### src/verilog/tor_pkg.sv
`default_nettype none
package tor_pkg;
  localparam logic [7:0]  REG_CTRL      = 8'h00;
  localparam logic [7:0]  REG_SYN_FREQ  = 8'h04;
  localparam logic [7:0]  REG_SMP_FREQ  = 8'h08;
  localparam logic [7:0]  REG_OFS_WORD  = 8'h0c;
  localparam logic [7:0]  REG_STATUS    = 8'h10;
  localparam int          CTRL_SERIAL   = 0;
  localparam int          CTRL_VPOL     = 1;
  localparam int          CTRL_SAMPLED  = 2;
  localparam int          CTRL_PSEL_LSB = 3;
  localparam int          CTRL_IDLE_LVL = 5;
  localparam logic [31:0] CTRL_RST      = 32'h0000_0002;
  localparam logic [31:0] FREQ_RST      = 32'h0000_0000;
  localparam int          STAT_LVL_LSB  = 0;
  localparam int          STAT_PEND     = 8;
  localparam int          STAT_BUSY     = 9;
  localparam int          STAT_ST_LSB   = 12;
  localparam int          OUT_W         = 10;
  localparam int          NCO_W         = 32;
  localparam int          PH_W          = 5;
  localparam int          PH_TOP        = 8;
  localparam int          SER_HALF_CYC  = 2;
  localparam int          FIFO_DEPTH    = 16;
  localparam logic [1:0]  RESP_OKAY     = 2'b00;
  localparam logic [1:0]  RESP_SLVERR   = 2'b10;
  typedef enum logic [1:0] {
    SER_IDLE  = 2'b00,
    SER_LEAD  = 2'b01,
    SER_SHIFT = 2'b10
  } tor_ser_e;
endpackage : tor_pkg
`default_nettype wire

### src/verilog/tor_top.sv
// Added by the designer: the AXI4-Lite slave port and the placing of the registers.
`timescale 1ns/1ps
`default_nettype none
module tor_fifo #(
  parameter int WIDTH = 20,
  parameter int DEPTH = tor_pkg::FIFO_DEPTH
) (
  input  wire logic                     aclk,
  input  wire logic                     aresetn,
  input  wire logic                     in_valid,
  output logic                          in_ready,
  input  wire logic [WIDTH-1:0]         in_data,
  output logic                          out_valid,
  input  wire logic                     out_ready,
  output logic [WIDTH-1:0]              out_data,
  output logic [$clog2(DEPTH):0]        level
);
  localparam int AW = $clog2(DEPTH);
  logic [WIDTH-1:0] mem [DEPTH];
  logic [AW-1:0]    wr_q;
  logic [AW-1:0]    rd_q;
  logic [AW:0]      cnt_q;
  logic             push;
  logic             pop;

  assign in_ready  = cnt_q != (AW+1)'(DEPTH);
  assign out_valid = cnt_q != '0;
  assign out_data  = mem[rd_q];
  assign level     = cnt_q;
  assign push      = in_valid && in_ready;
  assign pop       = out_valid && out_ready;

  always_ff @(posedge aclk) begin
    if (push) begin
      mem[wr_q] <= in_data;
    end
  end

  always_ff @(posedge aclk) begin
    if (!aresetn) begin
      wr_q  <= '0;
      rd_q  <= '0;
      cnt_q <= '0;
    end else begin
      if (push) begin
        wr_q <= (wr_q == AW'(DEPTH-1)) ? '0 : wr_q + 1'b1;
      end
      if (pop) begin
        rd_q <= (rd_q == AW'(DEPTH-1)) ? '0 : rd_q + 1'b1;
      end
      cnt_q <= cnt_q + (AW+1)'(push) - (AW+1)'(pop);
    end
  end
endmodule : tor_fifo

module tor_top #(
  parameter int OFS_W    = tor_pkg::NCO_W,
  parameter int SER_HALF = tor_pkg::SER_HALF_CYC
) (
  input  wire logic                      aclk,
  input  wire logic                      aresetn,
  input  wire logic [7:0]                s_axi_awaddr,
  input  wire logic                      s_axi_awvalid,
  output logic                           s_axi_awready,
  input  wire logic [31:0]               s_axi_wdata,
  input  wire logic [3:0]                s_axi_wstrb,
  input  wire logic                      s_axi_wvalid,
  output logic                           s_axi_wready,
  output logic [1:0]                     s_axi_bresp,
  output logic                           s_axi_bvalid,
  input  wire logic                      s_axi_bready,
  input  wire logic [7:0]                s_axi_araddr,
  input  wire logic                      s_axi_arvalid,
  output logic                           s_axi_arready,
  output logic [31:0]                    s_axi_rdata,
  output logic [1:0]                     s_axi_rresp,
  output logic                           s_axi_rvalid,
  input  wire logic                      s_axi_rready,
  input  wire logic [tor_pkg::OUT_W-1:0] sample_i,
  input  wire logic [tor_pkg::OUT_W-1:0] sample_q,
  input  wire logic                      sample_valid,
  output logic                           sample_ready,
  input  wire logic                      sampler_offset_clk,
  input  wire logic                      sampler_offset_data,
  input  wire logic                      sampler_offset_word_sync,
  input  wire logic                      inphase_bus_enable_n,
  input  wire logic                      quadrature_bus_enable_n,
  output logic [tor_pkg::OUT_W-1:0]      inphase_out_bus,
  output logic                           inphase_out_oe_n,
  output logic [tor_pkg::OUT_W-1:0]      quadrature_out_bus,
  output logic                           quadrature_out_oe_n,
  output logic                           output_valid_flag,
  output logic                           oscillator_test_point,
  output logic                           symbol_timing_strobe,
  output logic [tor_pkg::PH_W-1:0]       resample_phase_bits
);
  localparam int W = tor_pkg::OUT_W;
  localparam int N = tor_pkg::NCO_W;

  function automatic logic [tor_pkg::PH_W-1:0] phase_pick(input logic [N-1:0] acc, input logic [1:0] sel);
    logic [tor_pkg::PH_TOP-1:0] top;
    top = acc[N-1 -: tor_pkg::PH_TOP];
    phase_pick = top[(tor_pkg::PH_TOP-1-32'(sel)) -: tor_pkg::PH_W];
  endfunction : phase_pick

  function automatic logic [31:0] strb_merge(input logic [31:0] old, input logic [31:0] nw, input logic [3:0] s);
    for (int b = 0; b < 4; b++) begin
      if (s[b]) begin
        old[8*b +: 8] = nw[8*b +: 8];
      end
    end
    strb_merge = old;
  endfunction : strb_merge

  logic [31:0]    ctrl_q;
  logic [31:0]    syn_freq_q;
  logic [31:0]    smp_freq_q;
  logic [OFS_W-1:0] ofs_word_q;
  logic           bvalid_q;
  logic [1:0]     bresp_q;
  logic           rvalid_q;
  logic [1:0]     rresp_q;
  logic [31:0]    rdata_q;
  logic           wr_go;
  logic           rd_go;
  logic           serial;
  logic           sampled;
  logic           vpol;
  logic           idle_lvl;
  logic [1:0]     psel;

  assign serial   = ctrl_q[tor_pkg::CTRL_SERIAL];
  assign sampled  = ctrl_q[tor_pkg::CTRL_SAMPLED];
  assign vpol     = ctrl_q[tor_pkg::CTRL_VPOL];
  assign idle_lvl = ctrl_q[tor_pkg::CTRL_IDLE_LVL];
  assign psel     = ctrl_q[tor_pkg::CTRL_PSEL_LSB +: 2];

  // Address and data are taken together; a held response blocks the next write.
  assign wr_go         = s_axi_awvalid && s_axi_wvalid && !bvalid_q;
  assign s_axi_awready = wr_go;
  assign s_axi_wready  = wr_go;
  assign s_axi_bvalid  = bvalid_q;
  assign s_axi_bresp   = bresp_q;
  assign rd_go         = s_axi_arvalid && !rvalid_q;
  assign s_axi_arready = !rvalid_q;
  assign s_axi_rvalid  = rvalid_q;
  assign s_axi_rresp   = rresp_q;
  assign s_axi_rdata   = rdata_q;

  always_ff @(posedge aclk) begin
    if (!aresetn) begin
      ctrl_q     <= tor_pkg::CTRL_RST;
      syn_freq_q <= tor_pkg::FREQ_RST;
      smp_freq_q <= tor_pkg::FREQ_RST;
      bvalid_q   <= 1'b0;
      bresp_q    <= tor_pkg::RESP_OKAY;
    end else begin
      if (wr_go) begin
        bvalid_q <= 1'b1;
        bresp_q  <= tor_pkg::RESP_OKAY;
        unique case (s_axi_awaddr)
          tor_pkg::REG_CTRL:     ctrl_q     <= strb_merge(ctrl_q, s_axi_wdata, s_axi_wstrb);
          tor_pkg::REG_SYN_FREQ: syn_freq_q <= strb_merge(syn_freq_q, s_axi_wdata, s_axi_wstrb);
          tor_pkg::REG_SMP_FREQ: smp_freq_q <= strb_merge(smp_freq_q, s_axi_wdata, s_axi_wstrb);
          tor_pkg::REG_OFS_WORD, tor_pkg::REG_STATUS: bresp_q <= tor_pkg::RESP_OKAY;
          default:               bresp_q    <= tor_pkg::RESP_SLVERR;
        endcase
      end else if (s_axi_bready) begin
        bvalid_q <= 1'b0;
      end
    end
  end

  // Sampler offset link: all three pins are resynchronised before use.
  logic [2:0] lk_s1_q;
  logic [2:0] lk_s2_q;
  logic       lk_clk_d1_q;
  logic       lk_tick;
  logic       ofs_busy_q;
  logic [$clog2(OFS_W)-1:0] ofs_cnt_q;
  logic [OFS_W-1:0] ofs_sh_q;

  always_ff @(posedge aclk) begin
    if (!aresetn) begin
      lk_s1_q     <= '0;
      lk_s2_q     <= '0;
      lk_clk_d1_q <= 1'b0;
    end else begin
      lk_s1_q     <= {sampler_offset_clk, sampler_offset_data, sampler_offset_word_sync};
      lk_s2_q     <= lk_s1_q;
      lk_clk_d1_q <= lk_s2_q[2];
    end
  end
  assign lk_tick = lk_s2_q[2] && !lk_clk_d1_q;

  always_ff @(posedge aclk) begin
    if (!aresetn) begin
      ofs_busy_q <= 1'b0;
      ofs_cnt_q  <= '0;
      ofs_sh_q   <= '0;
      ofs_word_q <= '0;
    end else if (lk_tick) begin
      if (lk_s2_q[0]) begin
        ofs_busy_q <= 1'b1;
        ofs_cnt_q  <= '0;
      end else if (ofs_busy_q) begin
        ofs_sh_q  <= {ofs_sh_q[OFS_W-2:0], lk_s2_q[1]};
        ofs_cnt_q <= ofs_cnt_q + 1'b1;
        if (ofs_cnt_q == ($clog2(OFS_W))'(OFS_W-1)) begin
          ofs_busy_q <= 1'b0;
          ofs_word_q <= {ofs_sh_q[OFS_W-2:0], lk_s2_q[1]};
        end
      end
    end
  end

  // Both oscillators advance once per clock.
  logic [N-1:0] syn_acc_q;
  logic [N-1:0] smp_acc_q;
  logic [N:0]   smp_sum;
  logic         carry_q;
  logic         tp_q;

  assign smp_sum = {1'b0, smp_acc_q} + {1'b0, smp_freq_q} + {1'b0, N'(ofs_word_q)};

  always_ff @(posedge aclk) begin
    if (!aresetn) begin
      syn_acc_q <= '0;
      smp_acc_q <= '0;
      carry_q   <= 1'b0;
      tp_q      <= 1'b0;
    end else begin
      syn_acc_q <= syn_acc_q + syn_freq_q;
      smp_acc_q <= smp_sum[N-1:0];
      carry_q   <= smp_sum[N];
      tp_q      <= syn_acc_q[N-1];
    end
  end
  assign oscillator_test_point = tp_q;

  // Output path: a FIFO absorbs samples while the serial formatter is busy.
  logic               fifo_valid;
  logic               pop;
  logic [2*W-1:0]     fifo_data;
  logic [$clog2(tor_pkg::FIFO_DEPTH):0] fifo_level;

  tor_fifo #(.WIDTH(2*W), .DEPTH(tor_pkg::FIFO_DEPTH)) u_fifo (
    .aclk      (aclk),
    .aresetn   (aresetn),
    .in_valid  (sample_valid),
    .in_ready  (sample_ready),
    .in_data   ({sample_i, sample_q}),
    .out_valid (fifo_valid),
    .out_ready (pop),
    .out_data  (fifo_data),
    .level     (fifo_level)
  );

  tor_pkg::tor_ser_e st_q;
  logic [$clog2(SER_HALF+1)-1:0] div_q;
  logic           tick;
  logic           half_q;
  logic           bit_end;
  logic [3:0]     bit_cnt_q;
  logic [W-1:0]   sh_i_q;
  logic [W-1:0]   sh_q_q;
  logic           sbit_i_q;
  logic           sbit_q_q;

  assign pop     = fifo_valid && (st_q == tor_pkg::SER_IDLE);
  assign tick    = div_q == ($clog2(SER_HALF+1))'(SER_HALF-1);
  assign bit_end = tick && half_q;

  always_ff @(posedge aclk) begin
    if (!aresetn) begin
      st_q      <= tor_pkg::SER_IDLE;
      div_q     <= '0;
      half_q    <= 1'b0;
      bit_cnt_q <= '0;
      sh_i_q    <= '0;
      sh_q_q    <= '0;
      sbit_i_q  <= 1'b0;
      sbit_q_q  <= 1'b0;
    end else begin
      div_q <= (tick || st_q == tor_pkg::SER_IDLE) ? '0 : div_q + 1'b1;
      if (tick) begin
        half_q <= !half_q;
      end
      unique case (st_q)
        tor_pkg::SER_IDLE: begin
          half_q <= 1'b0;
          if (pop && serial) begin
            st_q   <= tor_pkg::SER_LEAD;
            sh_i_q <= fifo_data[2*W-1:W];
            sh_q_q <= fifo_data[W-1:0];
          end
        end
        tor_pkg::SER_LEAD, tor_pkg::SER_SHIFT: begin
          if (bit_end) begin
            sbit_i_q <= sh_i_q[W-1];
            sbit_q_q <= sh_q_q[W-1];
            sh_i_q   <= {sh_i_q[W-2:0], 1'b0};
            sh_q_q   <= {sh_q_q[W-2:0], 1'b0};
            if (st_q == tor_pkg::SER_LEAD) begin
              st_q      <= tor_pkg::SER_SHIFT;
              bit_cnt_q <= '0;
            end else if (bit_cnt_q == 4'(W-1)) begin
              st_q <= tor_pkg::SER_IDLE;
            end else begin
              bit_cnt_q <= bit_cnt_q + 1'b1;
            end
          end
        end
        default: st_q <= tor_pkg::SER_IDLE;
      endcase
    end
  end

  logic [W-1:0] out_i_q;
  logic [W-1:0] out_q_q;
  logic         flag_q;
  logic         strobe_q;
  logic         strobe_d;
  logic         pend_q;
  logic [tor_pkg::PH_W-1:0] ph_q;

  always_ff @(posedge aclk) begin
    if (!aresetn) begin
      out_i_q <= '0;
      out_q_q <= '0;
      flag_q  <= 1'b0;
    end else begin
      flag_q <= pop ^ !vpol;
      if (serial) begin
        out_i_q <= {half_q, {(W-2){idle_lvl}}, sbit_i_q};
        out_q_q <= {{(W-1){idle_lvl}}, sbit_q_q};
      end else if (pop) begin
        out_i_q <= fifo_data[2*W-1:W];
        out_q_q <= fifo_data[W-1:0];
      end
    end
  end

  // A boundary is held pending until the next sample leaves; a carry that meets the strobe is served by it.
  assign strobe_d = pop && (pend_q || carry_q);

  always_ff @(posedge aclk) begin
    if (!aresetn) begin
      pend_q   <= 1'b0;
      strobe_q <= 1'b0;
      ph_q     <= '0;
    end else begin
      pend_q <= (carry_q || pend_q) && !strobe_d;
      if (sampled) begin
        strobe_q <= strobe_d;
        if (strobe_d) begin
          ph_q <= phase_pick(smp_acc_q, psel);
        end
      end else begin
        strobe_q <= carry_q;
        ph_q     <= phase_pick(smp_acc_q, psel);
      end
    end
  end

  assign inphase_out_bus       = out_i_q;
  assign quadrature_out_bus    = out_q_q;
  assign inphase_out_oe_n      = inphase_bus_enable_n;
  assign quadrature_out_oe_n   = quadrature_bus_enable_n;
  assign output_valid_flag     = flag_q;
  assign symbol_timing_strobe  = strobe_q;
  assign resample_phase_bits   = ph_q;

  always_ff @(posedge aclk) begin
    if (!aresetn) begin
      rvalid_q <= 1'b0;
      rresp_q  <= tor_pkg::RESP_OKAY;
      rdata_q  <= '0;
    end else if (rd_go) begin
      rvalid_q <= 1'b1;
      rresp_q  <= tor_pkg::RESP_OKAY;
      rdata_q  <= '0;
      unique case (s_axi_araddr)
        tor_pkg::REG_CTRL:     rdata_q <= ctrl_q;
        tor_pkg::REG_SYN_FREQ: rdata_q <= syn_freq_q;
        tor_pkg::REG_SMP_FREQ: rdata_q <= smp_freq_q;
        tor_pkg::REG_OFS_WORD: rdata_q <= 32'(ofs_word_q);
        tor_pkg::REG_STATUS: begin
          rdata_q[tor_pkg::STAT_LVL_LSB +: 5] <= 5'(fifo_level);
          rdata_q[tor_pkg::STAT_PEND]         <= pend_q;
          rdata_q[tor_pkg::STAT_BUSY]         <= ofs_busy_q;
          rdata_q[tor_pkg::STAT_ST_LSB +: 2]  <= st_q;
        end
        default:               rresp_q <= tor_pkg::RESP_SLVERR;
      endcase
    end else if (s_axi_rready) begin
      rvalid_q <= 1'b0;
    end
  end
endmodule : tor_top
`default_nettype wire

### config.mk
export PLATFORM = sky130hd
export DESIGN_NAME = tor_top
export DESIGN_NICKNAME = d
export VERILOG_FILES = /design/src/verilog/tor_pkg.sv /design/src/verilog/tor_top.sv
export SDC_FILE = /design/constraint.sdc
export NUM_CORES = 1
export LEC_CHECK = 0
export BUFFER_PORTS_ARGS = -buffer_cell sky130_fd_sc_hd__buf_2
export CAP_MARGIN = 10
export CORE_MARGIN = 5
export CORE_UTILIZATION = 50
export DETAILED_ROUTE_END_ITERATION = 6
export PLACE_DENSITY = 0.75
export SLEW_MARGIN = 20
export SYNTH_ARGS = -nofsm -noshare
export SYNTH_HDL_FRONTEND = slang
export SYNTH_HIERARCHICAL = 1
export SYNTH_SLANG_ARGS = --single-unit
### constraint.sdc
create_clock -name aclk -period 4.12 [get_ports aclk]
set_clock_uncertainty 0.1 [all_clocks]
set_input_delay 1.236 -clock aclk [delete_from_list [all_inputs] [get_ports aclk]]
set_output_delay 1.236 -clock aclk [all_outputs]
set_load 0.1 [all_outputs]
# After elaboration in Yosys (flattened, before gate mapping)

Memory sizes are Yosys's and may differ from the RTL's. A register that Yosys moved wholly into a read port is not among the register bits.
Index checks and enable logic that the tools add are counted.

Register bits: 348
RAM bits: 320
Input bits: 85
Output and inout bits: 72
Memories: 1

$add $sub $neg: 11
Equality and inequality tests: 21
Shift-type cells: 1
Muxes and demuxes: 43
Bitwise gates (word level): 3
Reduce and logical (&&, ||, !) cells: 52

Memories:

| name       | words | bits a word | rd ports | clocked after memory_dff | write ports | line          | text |
|---|---|---|---|---|---|---|---|
| u_fifo.mem | 16    | 20          | 1        | 1                        | 1           | tor_top.sv:19 | `logic [WIDTH-1:0] mem [DEPTH];` |

Operator list:

| operator            | number |
|---|---|
| $mux 10             | 8 |
| $pmux 18 s4         | 1 |
| $reduce_and 3->1    | 16 |
| $pmux 10 s2         | 2 |
| $add 32x32->33      | 1 |
| $add 33x32->33      | 1 |
| $shiftx 12x33->5    | 1 |
| $add 32x32->32      | 1 |
| $eq 8x4->1 const B  | 4 |
| $pmux 5 s5          | 1 |
| $mux 4              | 6 |
| $mux 5              | 4 |
| $pmux 2 s5          | 2 |
| $eq 8x3->1 const B  | 2 |
| $eq 8x5->1 const B  | 2 |
| $logic_not 8->1     | 2 |
| $add 4x1->4 const B | 3 |
| $eq 4x4->1 const B  | 3 |
| $mux 2              | 6 |
| $pmux 3 s4          | 1 |
| $logic_and 1x1->1   | 11 |
| $mux 1              | 10 |
| $reduce_bool 2->1   | 5 |
| $reduce_or 5->1     | 2 |
| 23 further kinds    | 36 |

# Longest topological paths before layout

Depth in word-level cells: 5
Gate-level depth with buffers: 17
Depth with buffers taken out: 16

# Modules after synthesis

The synthesis kept the hierarchy.

By module, submodules not included:

| module   | instances | cells each | area an instance (um^2) | seq. area each (um^2) |
|---|---|---|---|---|
| tor_top  | 1         | 1,810      | 16,474.6                | 6,666.4 |
| tor_fifo | 1         | 599        | 12,979.9                | 9,949.5 |

# Worst setup path before layout

OpenSTA, ideal clock, no wires.

Path kind: input port to output port
Start point: input s_axi_awvalid
End point: output s_axi_wready
Arrival: 2.715 ns
Required time: 2.784 ns
Path slack: 0.069 ns
Stages on the path: 4
Buffers on the path: 2
Cell sequence: nand2_1 -> nor2_4 -> buf_2 -> buf_4

Longest elaborated chain between the ends: 2

RTL lines:

| element                        | line           | text |
|---|---|---|
| start, declared                | tor_top.sv:63  | `input wire logic s_axi_awvalid,` |
| $logic_and 1x1->1 (2 in a row) | tor_top.sv:139 | `assign wr_go = s_axi_awvalid && s_axi_wvalid && !bvalid_q;` |
| end, declared                  | tor_top.sv:68  | `output logic s_axi_wready,` |

Every way passes these cells.

# Worst setup path after layout

Start point: register smp_freq_q[1]
End point: register smp_acc_q[29]

Longest elaborated chain between the ends: 2

RTL lines:

| element                | line           | text |
|---|---|---|
| start, declared        | tor_top.sv:117 | `logic [31:0] smp_freq_q;` |
| start signal, assigned | tor_top.sv:154 | `smp_freq_q <= tor_pkg::FREQ_RST;` |
| start signal, assigned | tor_top.sv:164 | `tor_pkg::REG_SMP_FREQ: smp_freq_q <= strb_merge(smp_freq_q, s_axi_wdata, s_axi_wstrb);` |
| $add 32x32->33         | tor_top.sv:224 | `assign smp_sum = {1'b0, smp_acc_q} + {1'b0, smp_freq_q} + {1'b0, N'(ofs_word_q)};` |
| $add 33x32->33         | tor_top.sv:224 |  |
| end signal, assigned   | tor_top.sv:234 | `smp_acc_q <= smp_sum[N-1:0];` |
| end, declared          | tor_top.sv:219 | `logic [N-1:0] smp_acc_q;` |

Every way passes these cells.
A chain may end at the register's enable or synchronous reset.

==> metrics.csv <==
stage;metric;value;unit
clock_tree;tritoncts;yes;
drt;routed_via_density;5.89;
layout;layout-drive-gt1-share;0.157;
power;sequentialPowerShare;0.433;
setup_path;cp_slowest_cell;fa_1;
setup_path;cp_slowest_stage_delay;490;ps
drt;vias;19900;
die;pin_count;157;
timing;rsz0062_at_grt;no;
power;clock_power_share;0.362;
outcome;status;finished, final reports clean;
setup_path;crit_buf_inv;0;
clock_tree;cts_resized;0;
die;rows;89;
global_routing;grt_pass1_wl;116000;um
timing;fin_crit_sh;0.888;
synth;synth_top_area_cell;edfxtp_1;
place;portBuffers;150;
layout;final_net_count;2742;
synth;yosysSeqAreaShare;0.564;
power;ir_drop;581;uV
layout;multi_input_area;12200;um2
clock_tree;root_buffer;clkbuf_16;
setup_path;required;4520;ps
timing;fmax;273;MHz
job;cap_violations;0;
timing;hold_viol_final;0;
synth;yosys-top-cells-area;edfxtp_1 (33%), dfxtp_1 (24%), mux2i_1 (6.2%);
clock_tree;post_cts_buffers;0;
setup_path;cp_cell_sequence;fa_1 -> ha_1 -> fa_1 -> a211o_1 -> o211ai_1 -> a21oi_1 -> o31ai_1 -> o21bai_2 -> a41oi_1 -> xor2_1 -> nor2_1;
clock_tree;clock_path_buffers;3;
setup_path;critPathArrivalTime;4060;ps
clock_tree;htreeDepth;3;
die;core;58700;um2
synth;syn_area_per_cell;12.2;um2
layout;ff_latch_area;16600;um2
drt;ant_nets;0;
timing;period_minus_slack;3660;ps
drt;drt-pass1-iter-count;5;
setup_path;worstSetupStartpointType;flop;
clock_tree;cts_sinks;670;
power;p_sw_frac;0.307;
power;combPwrFrac;0.206;
place;dp.cells;3243;
die;start_util;0.502;
global_routing;grt_pass1_vias;19900;
timing;tightestPinTransition;1170;ps
global_routing;antenna_found_initial;10;
setup_path;critPathKind;flop to flop;
timing;finalSetupViolCount;0;
timing;fin_setup_tns;0;ps
setup_path;crit_path_frequent_cell;fa_1;
synth;yosys.area.top_type_share;0.326;
synth;synthCells;2409;
clock_tree;insertion_delay;630;ps
power;intPower;12.3;mW
place;gp_congestion;0.885;
clock_tree;clkTransAtPathRegs;60;ps
power;power_density;529;nW/um2
layout;fillers;4624;
place;dp_hpwl;49800;um
clock_tree;holdBufCountCts;0;
min_path;hold_path_class;flop to flop;
setup_path;crit_path_end_kind;flop;
timing;slew_headroom;0.216;
synth;synth_cell_types;81;
drt;wire_per_inst;22.4;um
synth;synth_commonest_cells;dfxtp_1 (350), edfxtp_1 (320), nor2_1 (287), nand2_1 (221), mux2i_1 (183);
power;p_sw;5.43;mW
drt;routed_wl;75600;um
timing;maxSlewViolCount;0;
synth;ys_warn_count;6;
synth;ys_ff_latch;670;
global_routing;globalRouteOverflowTotal;0;
power;p_leak;13.2;nW
synth;syn_area;29500;um2
global_routing;grt_max_degree;121;
layout;synthToLayoutAreaGrowth;13.6;%
synth;ys_async_sr_fraction;0;
setup_path;worstPathMaxFanout;5;
global_routing;grt_usage;0.233;
die;die_h;253;um
die;die_w;253;um
synth;synth_ff_type;dfxtp_1;
drt;route.detailed.drc;0;
synth;synth.most_common_cell;dfxtp_1;
die;die_area;63900;um2
clock_tree;cts_buffers;70;
layout;fin_cells;3379;
drt;drt_iter0_markers;1812;
synth;synth-edff-count;320;
setup_path;crit_family;compound AO/OA/AOI/OAI gates;
-- routing by layer --
layer	up-vias	share of wire	GRT usage
li1	9135	-	-
met1	9781	0.39	0.296
met2	812	0.49	0.398
met3	181	0.077	0.0444
met4	8	0.038	0.0881
met5	-	0.00069	0
-- kinds of logic (layout without fill, tap and decap cells) --
kind of cell,Yosys count,count (layout),share of synthesized area
AND/OR/NAND/NOR,679,679,0.107
adder cells (fa/ha/maj),115,115,0.0578
AO/OA/AOI/OAI,455,455,0.102
XOR/XNOR,54,54,0.0161
buffers and inverters,167,356,0.0238
other,1,9,0.000127
multiplexers,268,268,0.129
flip-flops,670,670,0.564
-- power by group through the flow --
stage / logic (mW) / registers [mW] / clock network [mW]
2_1_floorplan: 2.07 / 8.49 / 0
3_3_place_gp: 3.48 / 7.84 / 0
3_5_place_dp: 3.64 / 7.79 / 0
4_1_cts: 3.66 / 7.66 / 6.54
5_1_grt: 3.88 / 7.69 / 6.82
6_report: 3.64 / 7.66 / 6.41
-- cells in the final DEF, fill, tap and decap left out, types with 25 or more instances in the layout --
master / n
ha_1: 80
nand2_1: 220
dfxtp_1: 348
a22oi_1: 45
mux2i_1: 183
buf_2: 148
xor2_1: 25
xnor2_1: 29
inv_1: 31
o21ai_0: 27
a21oi_1: 165
a211oi_1: 47
a221oi_1: 25
edfxtp_1: 320
mux4_2: 73
clkbuf_16: 70
fa_1: 35
and2_1: 35
buf_4: 37
nor2_1: 287
a21o_1: 45
-- path summary, 6_finish.rpt --
path / start / endpoint / slack, ps / cells past startpoint
min: div_q[0]$_SDFF_PP0_ / div_q[0]$_SDFF_PP0_ / 330 / 1
max reg2reg: smp_freq_q[1]$_SDFFE_PN0P_ / smp_acc_q[29]$_SDFF_PN0_ / 460 / 11
max: smp_freq_q[1]$_SDFFE_PN0P_ / smp_acc_q[29]$_SDFF_PN0_ / 460 / 11
min reg2reg: div_q[0]$_SDFF_PP0_ / div_q[0]$_SDFF_PP0_ / 330 / 1
-- flip-flops by register name, indices dropped and copies added, names as in the netlist, 2 cells and up, named ones only --
signal	count
div_q	2
ctrl_q	32
inphase_out_bus	10
s_axi_rdata	32
st_q	2
lk_s1_q	3
ofs_cnt_q	5
u_fifo/mem	320
syn_acc_q	32
u_fifo/wr_q	4
lk_s2_q	3
sh_q_q	10
bit_cnt_q	4
u_fifo/rd_q	4
u_fifo/level	5
sh_i_q	10
smp_freq_q	32
ofs_word_q	32
smp_acc_q	32
syn_freq_q	32
resample_phase_bits	5
quadrature_out_bus	10
ofs_sh_q	31
-- stage by stage --
step / worst slack [ps] / hold slack, ps / utilization / power, mW / cell area, um2
2_1_floorplan: 69.0 / 297 / - / 10.6 / 29500
3_3_place_gp: 603 / 305 / 0.528 / 11.3 / 31000
3_5_place_dp: 496 / 323 / 0.529 / 11.4 / 31000
4_1_cts: 464 / 333 / 0.570 / 17.9 / 33400
5_1_grt: 229 / 345 / 0.570 / 18.4 / 33400
6_report: 463 / 331 / 0.570 / 17.7 / 33400
-- final cells by class --
cell class | count | area share
timing repair buffer | 192 | 0.0345
tap | 773 | 0.0289
antenna | 7 | 0.000524
sequential | 670 | 0.497
inverter | 35 | 0.00415
clock inverter | 25 | 0.0111
clock buffer | 104 | 0.0601
multi-input combinational | 1573 | 0.364
Note: power is estimated with default switching activity, not from simulation.
